### config.mk
export PLATFORM = sky130hd
export DESIGN_NAME = ctp_timer_pair
export DESIGN_NICKNAME = d
export VERILOG_FILES = /design/src/verilog/ctp_pkg.sv /design/src/verilog/ctp_timer_pair.sv
export VERILOG_INCLUDE_DIRS = /design/src /design/src/verilog
export SDC_FILE = /design/constraint.sdc
export NUM_CORES = 1
export LEC_CHECK = 0
export BUFFER_PORTS_ARGS = -buffer_cell sky130_fd_sc_hd__buf_4
export CORE_UTILIZATION = 40
export CTS_CLUSTER_SIZE = 24
export DETAILED_ROUTE_END_ITERATION = 8
export GPL_ROUTABILITY_DRIVEN = 0
export PLACE_DENSITY = 0.6
export SETUP_SLACK_MARGIN = 0.2
export SYNTH_ARGS = -nofsm -noshare
export SYNTH_HDL_FRONTEND = slang
export SYNTH_SLANG_ARGS = --single-unit
### constraint.sdc
create_clock -name pclk -period 2.8 [get_ports pclk]
set_input_delay 0.14 -clock pclk [delete_from_list [all_inputs] [get_ports pclk]]
set_output_delay 0.14 -clock pclk [all_outputs]
set_load 0.05 [all_outputs]
### src/verilog/ctp_cfg.svh
// Register offsets, field positions, reset values and prescale terminal
// counts for the cascadable timer pair.
// Assumes byte addressing on an APB bus with 32-bit data words.
`ifndef CTP_CFG_SVH
`define CTP_CFG_SVH

// ----------------------------------------------------------------------
// register offsets (byte addresses, one aligned word each)
// ----------------------------------------------------------------------
`define CTP_ADDR_CTRL_LO 8'h00
`define CTP_ADDR_CTRL_HI 8'h04
`define CTP_ADDR_CNT_LO 8'h08
`define CTP_ADDR_CNT_HI 8'h0C
`define CTP_ADDR_PER_LO 8'h10
`define CTP_ADDR_PER_HI 8'h14
`define CTP_ADDR_IRQ_STAT 8'h18
`define CTP_ADDR_IRQ_MASK 8'h1C
`define CTP_ADDR_IRQ_PRIO 8'h20

// ----------------------------------------------------------------------
// timer_control_reg fields
// ----------------------------------------------------------------------
`define CTP_CTRL_CS 1
`define CTP_CTRL_PAIR 3
`define CTP_CTRL_PS_LSB 4
`define CTP_CTRL_PS_MSB 5
`define CTP_CTRL_GATE 6
`define CTP_CTRL_SIDL 13
`define CTP_CTRL_RUN 15
`define CTP_CTRL_LO_MASK 16'hA07A
`define CTP_CTRL_HI_MASK 16'hA072

// ----------------------------------------------------------------------
// interrupt fields and reset values
// ----------------------------------------------------------------------
`define CTP_IRQ_LO 0
`define CTP_IRQ_HI 1
`define CTP_PRIO_LO_LSB 0
`define CTP_PRIO_HI_LSB 4
`define CTP_CTRL_RST 16'h0000
`define CTP_PER_RST 16'hFFFF
`define CTP_PRIO_RST 3'h4

// ----------------------------------------------------------------------
// prescaler terminal counts (ratio minus one)
// ----------------------------------------------------------------------
`define CTP_PS_TERM_1 8'h00
`define CTP_PS_TERM_8 8'h07
`define CTP_PS_TERM_64 8'h3F
`define CTP_PS_TERM_256 8'hFF

`endif

### src/verilog/ctp_pkg.sv
// Types shared by the cascadable timer pair.
// Assumes the constants header provides all numeric values other than the mode codes.
package ctp_pkg;

    // ------------------------------------------------------------------
    // operating modes, one-hot
    // ------------------------------------------------------------------
    typedef enum logic [2:0] {
        CTP_MODE_TIMER = 3'b001,
        CTP_MODE_GATED = 3'b010,
        CTP_MODE_COUNTER = 3'b100
    } ctp_mode_type;

endpackage : ctp_pkg

### src/verilog/ctp_timer_pair.sv
// Two 16-bit timers (lower and upper word) behind an APB slave, joinable
// into one 32-bit timer, with sticky interrupt flags and a mask.
// Assumes pclk is the instruction clock; pins are asynchronous to it.
`timescale 1ns/10ps
`default_nettype none
`include "ctp_cfg.svh"

module ctp_timer_pair
    import ctp_pkg::*;
(
    // clock, reset, freeze
    input wire logic pclk,
    input wire logic presetn,
    input wire logic clk_en,
    // apb slave
    input wire logic psel,
    input wire logic penable,
    input wire logic pwrite,
    input wire logic [7:0] paddr,
    input wire logic [31:0] pwdata,
    output logic [31:0] prdata,
    output logic pready,
    output logic pslverr,
    // pins
    input wire logic ext_clk_lo_pin,
    input wire logic ext_clk_hi_pin,
    input wire logic gate_lo_pin,
    input wire logic gate_hi_pin,
    // interrupt
    output logic irq,
    output logic [2:0] irq_priority
);

    // ------------------------------------------------------------------
    // helper functions
    // ------------------------------------------------------------------
    // mode from clock source and gate bits
    function automatic ctp_mode_type decode_mode(input logic cs,
                                                 input logic gate);
        ctp_mode_type m;
        m = CTP_MODE_TIMER;
        if (cs) begin
            m = CTP_MODE_COUNTER;
        end else if (gate) begin
            m = CTP_MODE_GATED;
        end
        return m;
    endfunction : decode_mode

    // one count event from the selected source
    function automatic logic src_event(input ctp_mode_type m,
                                       input logic rise,
                                       input logic gate);
        logic e;
        e = 1'b0;
        case (m)
            CTP_MODE_TIMER: e = 1'b1;
            CTP_MODE_GATED: e = gate;
            CTP_MODE_COUNTER: e = rise;
            default: e = 1'b0;
        endcase
        return e;
    endfunction : src_event

    // prescaler terminal count from the two select bits
    function automatic logic [7:0] ps_term(input logic [1:0] sel);
        logic [7:0] t;
        t = `CTP_PS_TERM_1;
        case (sel)
            2'b00: t = `CTP_PS_TERM_1;
            2'b01: t = `CTP_PS_TERM_8;
            2'b10: t = `CTP_PS_TERM_64;
            2'b11: t = `CTP_PS_TERM_256;
            default: t = `CTP_PS_TERM_1;
        endcase
        return t;
    endfunction : ps_term

    // ------------------------------------------------------------------
    // pin synchronisers
    // ------------------------------------------------------------------
    // bit order: ext lo, ext hi, gate lo, gate hi
    logic [3:0] sync1_q, sync1_d;
    logic [3:0] sync2_q, sync2_d;
    logic [3:0] sync3_q, sync3_d;
    logic [3:0] rise;

    // stage one is read only by stage two; edges come from two and three
    always_comb begin
        sync1_d = {gate_hi_pin, gate_lo_pin, ext_clk_hi_pin, ext_clk_lo_pin};
        sync2_d = sync1_q;
        sync3_d = sync2_q;
        rise = sync2_q & ~sync3_q;
    end

    // synchroniser flops, frozen with the rest of the block
    always_ff @(posedge pclk or negedge presetn) begin
        if (!presetn) begin
            sync1_q <= 4'h0;
            sync2_q <= 4'h0;
            sync3_q <= 4'h0;
        end else if (clk_en) begin
            sync1_q <= sync1_d;
            sync2_q <= sync2_d;
            sync3_q <= sync3_d;
        end
    end

    // ------------------------------------------------------------------
    // core state: registers, prescalers, counts, flags
    // ------------------------------------------------------------------
    logic [15:0] ctrl_lo_q, ctrl_lo_d, ctrl_hi_q, ctrl_hi_d;
    logic [15:0] cnt_lo_q, cnt_lo_d, cnt_hi_q, cnt_hi_d;
    logic [15:0] per_lo_q, per_lo_d, per_hi_q, per_hi_d;
    logic [7:0] ps_lo_q, ps_lo_d, ps_hi_q, ps_hi_d;
    logic [1:0] stat_q, stat_d, mask_q, mask_d;
    logic [2:0] prio_lo_q, prio_lo_d, prio_hi_q, prio_hi_d;
    logic [2:0] irq_prio_q, irq_prio_d;
    logic [31:0] rdata_q, rdata_d;
    ctp_mode_type mode_lo, mode_hi;
    logic paired, run_lo, run_hi, ev_lo, ev_hi, tick_lo, tick_hi;
    logic match32, match_lo, match_hi;
    logic [1:0] set_flag, act;
    logic wr_en, rd_setup, addr_ok;
    logic wr_cnt_lo, wr_cnt_hi;
    logic [31:0] cnt32_inc;

    // transfers stall while the block is frozen
    assign pready = clk_en;
    assign prdata = rdata_q;
    assign addr_ok = (paddr[1:0] == 2'b00) && (paddr <= `CTP_ADDR_IRQ_PRIO);
    assign pslverr = psel && penable && !addr_ok;
    assign wr_en = psel && penable && pwrite && clk_en && addr_ok;
    assign rd_setup = psel && !penable && !pwrite;
    assign wr_cnt_lo = wr_en && (paddr == `CTP_ADDR_CNT_LO);
    assign wr_cnt_hi = wr_en && (paddr == `CTP_ADDR_CNT_HI);
    // a zero priority disables its source; the lower one is dropped when paired
    assign act = stat_q & mask_q & {(prio_hi_q != 3'h0),
                                    (prio_lo_q != 3'h0) && !paired};
    assign irq = |act;
    assign irq_priority = irq_prio_q;

    always_comb begin
        ctrl_lo_d = ctrl_lo_q;
        ctrl_hi_d = ctrl_hi_q;
        cnt_lo_d = cnt_lo_q;
        cnt_hi_d = cnt_hi_q;
        per_lo_d = per_lo_q;
        per_hi_d = per_hi_q;
        ps_lo_d = ps_lo_q;
        ps_hi_d = ps_hi_q;
        mask_d = mask_q;
        prio_lo_d = prio_lo_q;
        prio_hi_d = prio_hi_q;
        rdata_d = rdata_q;
        set_flag = 2'b00;
        tick_lo = 1'b0;
        tick_hi = 1'b0;
        // only the lower control word carries the pair bit
        paired = ctrl_lo_q[`CTP_CTRL_PAIR];
        mode_lo = decode_mode(ctrl_lo_q[`CTP_CTRL_CS],
                              ctrl_lo_q[`CTP_CTRL_GATE]);
        mode_hi = decode_mode(ctrl_hi_q[`CTP_CTRL_CS],
                              ctrl_hi_q[`CTP_CTRL_GATE]);
        run_lo = ctrl_lo_q[`CTP_CTRL_RUN];
        run_hi = ctrl_hi_q[`CTP_CTRL_RUN] && !paired;
        ev_lo = src_event(mode_lo, rise[0], sync2_q[2]);
        ev_hi = src_event(mode_hi, rise[1], sync2_q[3]);
        match_lo = (cnt_lo_q == per_lo_q);
        match_hi = (cnt_hi_q == per_hi_q);
        match32 = ({cnt_hi_q, cnt_lo_q} == {per_hi_q, per_lo_q});
        cnt32_inc = {cnt_hi_q, cnt_lo_q} + 32'h0000_0001;

        // prescalers; the lower one also divides the paired count
        if (!run_lo) begin
            ps_lo_d = 8'h00;
        end else if (ev_lo) begin
            if (ps_lo_q >= ps_term(ctrl_lo_q[`CTP_CTRL_PS_MSB:
                                             `CTP_CTRL_PS_LSB])) begin
                ps_lo_d = 8'h00;
                tick_lo = 1'b1;
            end else begin
                ps_lo_d = ps_lo_q + 8'h01;
            end
        end
        if (!run_hi) begin
            ps_hi_d = 8'h00;
        end else if (ev_hi) begin
            if (ps_hi_q >= ps_term(ctrl_hi_q[`CTP_CTRL_PS_MSB:
                                             `CTP_CTRL_PS_LSB])) begin
                ps_hi_d = 8'h00;
                tick_hi = 1'b1;
            end else begin
                ps_hi_d = ps_hi_q + 8'h01;
            end
        end

        // counts: wrap to zero on the tick after a period match
        if (paired) begin
            if (tick_lo) begin
                if (match32) begin
                    cnt_lo_d = 16'h0000;
                    cnt_hi_d = 16'h0000;
                    set_flag[`CTP_IRQ_HI] = 1'b1;
                end else begin
                    cnt_lo_d = cnt32_inc[15:0];
                    cnt_hi_d = cnt32_inc[31:16];
                end
            end
        end else begin
            if (tick_lo) begin
                cnt_lo_d = match_lo ? 16'h0000 : cnt_lo_q + 16'h0001;
                set_flag[`CTP_IRQ_LO] = match_lo;
            end
            if (tick_hi) begin
                cnt_hi_d = match_hi ? 16'h0000 : cnt_hi_q + 16'h0001;
                set_flag[`CTP_IRQ_HI] = match_hi;
            end
        end

        // software writes win over counting in the same cycle
        stat_d = stat_q;
        if (wr_en) begin
            case (paddr)
                `CTP_ADDR_CTRL_LO: ctrl_lo_d = pwdata[15:0] & `CTP_CTRL_LO_MASK;
                `CTP_ADDR_CTRL_HI: ctrl_hi_d = pwdata[15:0] & `CTP_CTRL_HI_MASK;
                `CTP_ADDR_CNT_LO: cnt_lo_d = pwdata[15:0];
                `CTP_ADDR_CNT_HI: cnt_hi_d = pwdata[15:0];
                `CTP_ADDR_PER_LO: per_lo_d = pwdata[15:0];
                `CTP_ADDR_PER_HI: per_hi_d = pwdata[15:0];
                `CTP_ADDR_IRQ_STAT: stat_d = stat_q & ~pwdata[1:0];
                `CTP_ADDR_IRQ_MASK: mask_d = pwdata[1:0];
                `CTP_ADDR_IRQ_PRIO: begin
                    prio_lo_d = pwdata[`CTP_PRIO_LO_LSB +: 3];
                    prio_hi_d = pwdata[`CTP_PRIO_HI_LSB +: 3];
                end
                default: stat_d = stat_q;
            endcase
        end
        // a new event beats a clear in the same cycle
        stat_d = stat_d | set_flag;

        // read data captured in the setup phase
        if (rd_setup) begin
            case (paddr)
                `CTP_ADDR_CTRL_LO: rdata_d = {16'h0000, ctrl_lo_q};
                `CTP_ADDR_CTRL_HI: rdata_d = {16'h0000, ctrl_hi_q};
                `CTP_ADDR_CNT_LO: rdata_d = {16'h0000, cnt_lo_q};
                `CTP_ADDR_CNT_HI: rdata_d = {16'h0000, cnt_hi_q};
                `CTP_ADDR_PER_LO: rdata_d = {16'h0000, per_lo_q};
                `CTP_ADDR_PER_HI: rdata_d = {16'h0000, per_hi_q};
                `CTP_ADDR_IRQ_STAT: rdata_d = {30'h0000_0000, stat_q};
                `CTP_ADDR_IRQ_MASK: rdata_d = {30'h0000_0000, mask_q};
                `CTP_ADDR_IRQ_PRIO: rdata_d = {25'h000_0000, prio_hi_q,
                                               1'b0, prio_lo_q};
                default: rdata_d = 32'h0000_0000;
            endcase
        end

        // highest active priority, lagging irq by one cycle
        irq_prio_d = 3'h0;
        if (act[`CTP_IRQ_LO]) begin
            irq_prio_d = prio_lo_q;
        end
        if (act[`CTP_IRQ_HI] && (prio_hi_q > irq_prio_d)) begin
            irq_prio_d = prio_hi_q;
        end
    end

    // core flops
    always_ff @(posedge pclk or negedge presetn) begin
        if (!presetn) begin
            ctrl_lo_q <= `CTP_CTRL_RST;
            ctrl_hi_q <= `CTP_CTRL_RST;
            cnt_lo_q <= 16'h0000;
            cnt_hi_q <= 16'h0000;
            per_lo_q <= `CTP_PER_RST;
            per_hi_q <= `CTP_PER_RST;
            ps_lo_q <= 8'h00;
            ps_hi_q <= 8'h00;
            stat_q <= 2'b00;
            mask_q <= 2'b00;
            prio_lo_q <= `CTP_PRIO_RST;
            prio_hi_q <= `CTP_PRIO_RST;
            irq_prio_q <= 3'h0;
            rdata_q <= 32'h0000_0000;
        end else if (clk_en) begin
            ctrl_lo_q <= ctrl_lo_d;
            ctrl_hi_q <= ctrl_hi_d;
            cnt_lo_q <= cnt_lo_d;
            cnt_hi_q <= cnt_hi_d;
            per_lo_q <= per_lo_d;
            per_hi_q <= per_hi_d;
            ps_lo_q <= ps_lo_d;
            ps_hi_q <= ps_hi_d;
            stat_q <= stat_d;
            mask_q <= mask_d;
            prio_lo_q <= prio_lo_d;
            prio_hi_q <= prio_hi_d;
            irq_prio_q <= irq_prio_d;
            rdata_q <= rdata_d;
        end
    end
endmodule : ctp_timer_pair
`default_nettype wire
* After elaboration in Yosys (flattened, before gate mapping)
Index checks and enable logic that the tools add are counted.
** Word-level totals
- Flip-flop bits (word level) :: 148
- Bits in latches :: 0
- RAM bits :: 0
- Bits in read-only memories :: 0
- Bits of input ports :: 50
- Output and inout bits :: 38
- Word-level logic and storage cells :: 138
- Memories kept :: 0
** Operators by class
- Add/sub/neg operators :: 5
- Multiply operators :: 0
- Divide/modulo/power cells :: 0
- Magnitude comparators :: 4
- Eq/ne operators :: 25
- Shift operators :: 0
- Multiplexer cells :: 49
- Bitwise operators :: 7
- Reductions and logical operators :: 31
** Operators with widths (count)
- 16-bit two-way mux :: 14
- 16-bit one-hot mux with 9 select lines :: 1
- 8-bit two-way mux :: 10
- 8-bit one-hot mux with 4 select lines :: 2
- 16-bit by 1-bit adder with 16-bit output (second input constant) :: 2
- 32-bit by 1-bit adder with 32-bit output (second input constant) :: 1
- 16-bit == test :: 2
- 32-bit == test :: 1
- 8-bit by 5-bit == test with 1-bit output (second input constant) :: 4
- 3-bit AND reduction :: 6
- 8-bit by 1-bit adder with 8-bit output (second input constant) :: 2
- 8-bit by 4-bit == test with 1-bit output (second input constant) :: 2
- 8-bit >= comparator :: 2
- 1-bit two-way mux :: 12
- 3-bit two-way mux :: 4
- 1-bit logical AND :: 11
- 2-bit AND :: 4
- 2-bit == test (second input constant) :: 4
- 8-bit by 3-bit == test with 1-bit output (second input constant) :: 1
- 8-bit by 6-bit == test with 1-bit output (second input constant) :: 1
- 8-bit by 6-bit less-or-equal comparator with 1-bit output (second input constant) :: 1
- 8-bit logical NOT :: 1
- 2-bit two-way mux :: 4
- 3-bit by 1-bit == test with 1-bit output (second input constant) :: 2
- other kinds (13) :: 27

* Depth between registers and ports, before layout
- Depth after elaboration :: 14
- Gate-level depth with buffers :: 11
- Mapped depth without buffers :: 10

* Least setup slack after synthesis
OpenSTA, ideal clock, no wires.
- Path type :: reg-to-reg
- Start :: reg ctrl_hi_q[4]
- End :: reg cnt_hi_q[11]
- Library setup time :: 122 ps
- Arrival :: 2560 ps
- Data required time :: 2678 ps
- Slack :: 119 ps
- Stages on the path, launching flop included :: 10
- Buffers on the path :: 0
- Clock period less this slack :: 2681 ps
- Cell sequence :: dfrtp_1 nor2_1 ha_1 or2_0 o221a_2 o311ai_1 nor3_2 a32o_1 a211o_1 a32o_1
** Between the ends
- Longest elaborated chain between the ends :: 12
- Elaborated cells between the ends (all ways) :: 15
- Those cells by class :: order compare (1); eq/ne (3); mux (10); reduce/logical (1)
** RTL lines
- start: declaration :: RTL line ctp_timer_pair.sv:112 : logic [15:0] ctrl_lo_q, ctrl_lo_d, ctrl_hi_q, ctrl_hi_d;
- start signal: assignment :: RTL line ctp_timer_pair.sv:274 : ctrl_hi_q <= `CTP_CTRL_RST;
- start signal: assignment :: RTL line ctp_timer_pair.sv:289 : ctrl_hi_q <= ctrl_hi_d;
- 2-bit == test, or another cell as far along :: RTL line ctp_timer_pair.sv:69 : case (sel)
- 8-bit one-hot mux with 4 select lines (*) :: RTL line ctp_timer_pair.sv:69
- 8-bit two-way mux (*) :: RTL line ctp_timer_pair.sv:188 : end else if (ev_hi) begin
- 8-bit two-way mux (*) :: RTL line ctp_timer_pair.sv:186 : if (!run_hi) begin
- 8-bit >= comparator (*) :: RTL line ctp_timer_pair.sv:189 : if (ps_hi_q >= ps_term(ctrl_hi_q[`CTP_CTRL_PS_MSB:
- 1-bit two-way mux (*) :: RTL line ctp_timer_pair.sv:189
- 1-bit two-way mux (*) :: RTL line ctp_timer_pair.sv:188
- 1-bit two-way mux (*) :: RTL line ctp_timer_pair.sv:186
- 16-bit two-way mux (*) :: RTL line ctp_timer_pair.sv:215 : if (tick_hi) begin
- 16-bit two-way mux (*) :: RTL line ctp_timer_pair.sv:199 : if (paired) begin
- 16-bit two-way mux :: RTL line ctp_timer_pair.sv:224 : case (paddr)
- 16-bit two-way mux (*) :: RTL line ctp_timer_pair.sv:223 : if (wr_en) begin
- end signal: assignment :: RTL line ctp_timer_pair.sv:291 : cnt_hi_q <= cnt_hi_d;
- end: declaration :: RTL line ctp_timer_pair.sv:113 : logic [15:0] cnt_lo_q, cnt_lo_d, cnt_hi_q, cnt_hi_d;
Mark *: on every way between the ends. The rest lies on a longest branch, timed or not. The select of a mux whose other input is x is not followed.
A chain may end at the register's enable or synchronous reset.

* Worst setup path after layout
- Start :: reg ctrl_hi_q[4]
- End :: reg cnt_hi_q[15]
The elaborated chain is that of the path after synthesis.

==> out/results.ini <==
[outcome]
status=finished, final reports clean

[clock_network]
numCtsBuffers=17
clk_latency_ns=0.43
clockBufferDepth=2
cts_root_buf=clkbuf_16
clock_sinks=132
clk_pin_slew_worst_paths_ns=0.06
cts_tree=built
htreeDepth=4

[floorplanning]
die_h_um=149
initial_utilization=0.410
pin_count=88
core_mm2=0.0211
die_w_um=149
row_count=53
dieArea_mm2=0.0222

[cells_and_area]
layout_commonest_cell=buf_4
drive_gt1_frac=0.357
final_cells=1312
diodes=0
layout_common_cells=155 x buf_4, 96 x dfrtp_1, 63 x mux2_2
fillCellCount=1952
multi_input_area_mm2=0.00524
num-nets-final=1093
seqCellArea_mm2=0.00335
area_delta_synth_final_pct=26.1

[setup_path]
path_buf_inv=0
end_kind=register
required_ns=3.15
crit_chain=nor2_4 -> ha_4 -> or2_1 -> o221a_4 -> o311a_4 -> a21oi_4 -> nor4_1 -> or3_1 -> a211oi_2
crit_type=register to register
slowest_delay_ns=0.45
crit_slowest_cell=dfrtp_2
r2r_start=ctrl_hi_q[4]
cp-start-kind=register
startpoint=ctrl_hi_q[4]
critPathMaxFanout=5
worstPathArrival_ns=2.96
crit_family=compound AO/OA/AOI/OAI gates

[global_routing]
grt_max_degree=71
grt_overflow_total=0
grt_pass1_wl_um=44600
antenna_found_initial=0
track_usage=0.265
first_global_vias=7828

[hold_path]
hp-class=input port to register
hp-start=pwdata[11]

[sta]
rsz0062_at_grt=true
max-slew-margin-rel=0.465
maxSlewViolCount=0
finalWorstSetupSlack_ns=0.187
finalHoldViolations=0
tns_ns=0
fin_crit_sh=0.933
worst_slew_pin_slew_ns=0.803
setup_viol=0
fmax_ghz=0.383
clock_skew_ns=0.0123
fin_crit_ns=2.61

[place]
port_buffers=55
pre_cts_slack_ns=0.00416
dpl.hpwl_um=20300
numPlacedInstances=1253

[synthesis]
ys_types=86
async_reset_ff_frac=1.00
synthCells=896
yosys_register_bits=132
synth_ff_type=dfrtp_1
synth_compound_area_frac=0.221
synth_adder_area_share=0.0275
syn_area_per_cell_um2=9.66
ys_warn_count=0
syn_area_mm2=0.00865
synth-simple-area-share=0.184
synthXorXnorAreaFrac=0.0415
synth_edf_count=0
synth_top_family_by_area=compound AO/OA/AOI/OAI gates
synth.area.mux_share=0.0843
yosysSeqAreaShare=0.387

[detailed_routing]
ant_nets=0
dr.pass1.iters=6
vias=8007
first_iter_violations=771
routed_wl_um=28600
drc=0
avgViaCountPerCell=6.10
routedWlPerCell_um=21.8

[power_and_ir_drop]
pwr_density_cell_mw_per_mm2=450
irDropWorstVdd_mv=0.341
finalPower_mw=4.91
p_leak_nw=4.63

[run]
maxCapViolCount=0

==> worst register-to-register path, delay by kind of cell, from the launching register on <==
family	cells	cell delay, ns
fa+ha+maj	1	0.20
compound gates	4	1.12
flops	1	0.45
simple gates	4	0.75
==> flip-flops by register name, indices dropped and copies added, names as in the netlist, 3 cells and up <==
register      count
ps_hi_q           8
prdata           16
prio_hi_q         3
sync1_q           4
cnt_hi_q         16
ctrl_lo_q         7
prio_lo_q         3
sync2_q           4
per_hi_q         16
per_lo_q         16
ctrl_hi_q         6
ps_lo_q           8
cnt_lo_q         16
irq_priority      3
==> metal layers <==
metal / GRT usage / up-vias / share of wire
li1: - / 3633 / -
met1: 0.354 / 3917 / 0.43
met2: 0.412 / 383 / 0.45
met3: 0.0535 / 74 / 0.079
met4: 0.120 / 0 / 0.040
met5: 0 / - / 0
==> cell type report <==
type / count / share of cell area
clock inverter: 13 / 0.00894
inverter: 15 / 0.00516
tap: 275 / 0.0315
multi-input combinational: 685 / 0.481
timing repair buffer: 173 / 0.125
clock buffer: 19 / 0.0415
sequential: 132 / 0.307
==> cells in the mapped netlist (9+ instances only) <==
cell	number	share of area
a211o_1	9	0.0091
a21oi_1	15	0.0087
a221oi_1	14	0.014
a22o_1	12	0.012
a22oi_1	23	0.020
a31oi_1	22	0.016
and3_1	21	0.015
and4_1	12	0.012
buf_2	25	0.014
buf_4	18	0.016
clkbuf_1	32	0.014
dfrtp_1	98	0.28
dfstp_2	34	0.10
ha_1	19	0.027
inv_1	13	0.0056
mux2_2	63	0.082
nand2_1	58	0.025
nand3_1	22	0.013
nand4_1	14	0.010
nor2_1	66	0.029
nor2b_1	12	0.0087
nor3_1	10	0.0058
nor4_1	12	0.0087
o211ai_1	11	0.0095
o21ai_0	57	0.033
o21ai_1	10	0.0058
o2bb2ai_1	12	0.012
o31ai_1	11	0.0095
xor2_1	34	0.034
==> kinds of logic after synthesis <==
| group | after synthesis |
|---|---|
| compound gates | 261 |
| xor+xnor | 41 |
| fa+ha+maj | 19 |
| buf+inv | 94 |
| flops | 132 |
| mux | 65 |
| other cells | 1 |
| simple gates | 283 |
==> through the flow <==
stage / hold WS, ns / instance area (um^2) / util
floorplan: -0.156 / 8720 / -
global placement: 0.115 / 9770 / 0.463
detailed placement: 0.118 / 9770 / 0.463
CTS: 0.0103 / 10600 / 0.501
global route: 0.0109 / 10900 / 0.517
finish: 0.0118 / 10900 / 0.517
==> worst paths after layout <==
check / endpoint / slack [ns] / cells past startpoint
max reg2reg: cnt_hi_q[15] / 0.19 / 9
min reg2reg: sync1_q[1] / 0.51 / 1
min in group asynchronous: ps_hi_q[0] / 0.21 / 2
min: cnt_lo_q[11] / 0.01 / 2
max in group asynchronous: per_hi_q[15] / 1.79 / 3
max: cnt_hi_q[15] / 0.19 / 9
==> power by group <==
group	total, mW	internal [mW]	switching, mW
registers	2.06	2.00	0.0608
logic	0.729	0.239	0.490
clock network	2.12	1.19	0.932
total	4.91	3.42	1.48
==> timing repair <==
action,CTS,global route
pin swaps,11,27
setup buffers,8,11
endpoints found under the hold margin,43,0
hold buffers,7,0
resized for setup,24,50
cloned,0,1
endpoints found under the setup margin,26,40
(Power assumes the default switching activity.)
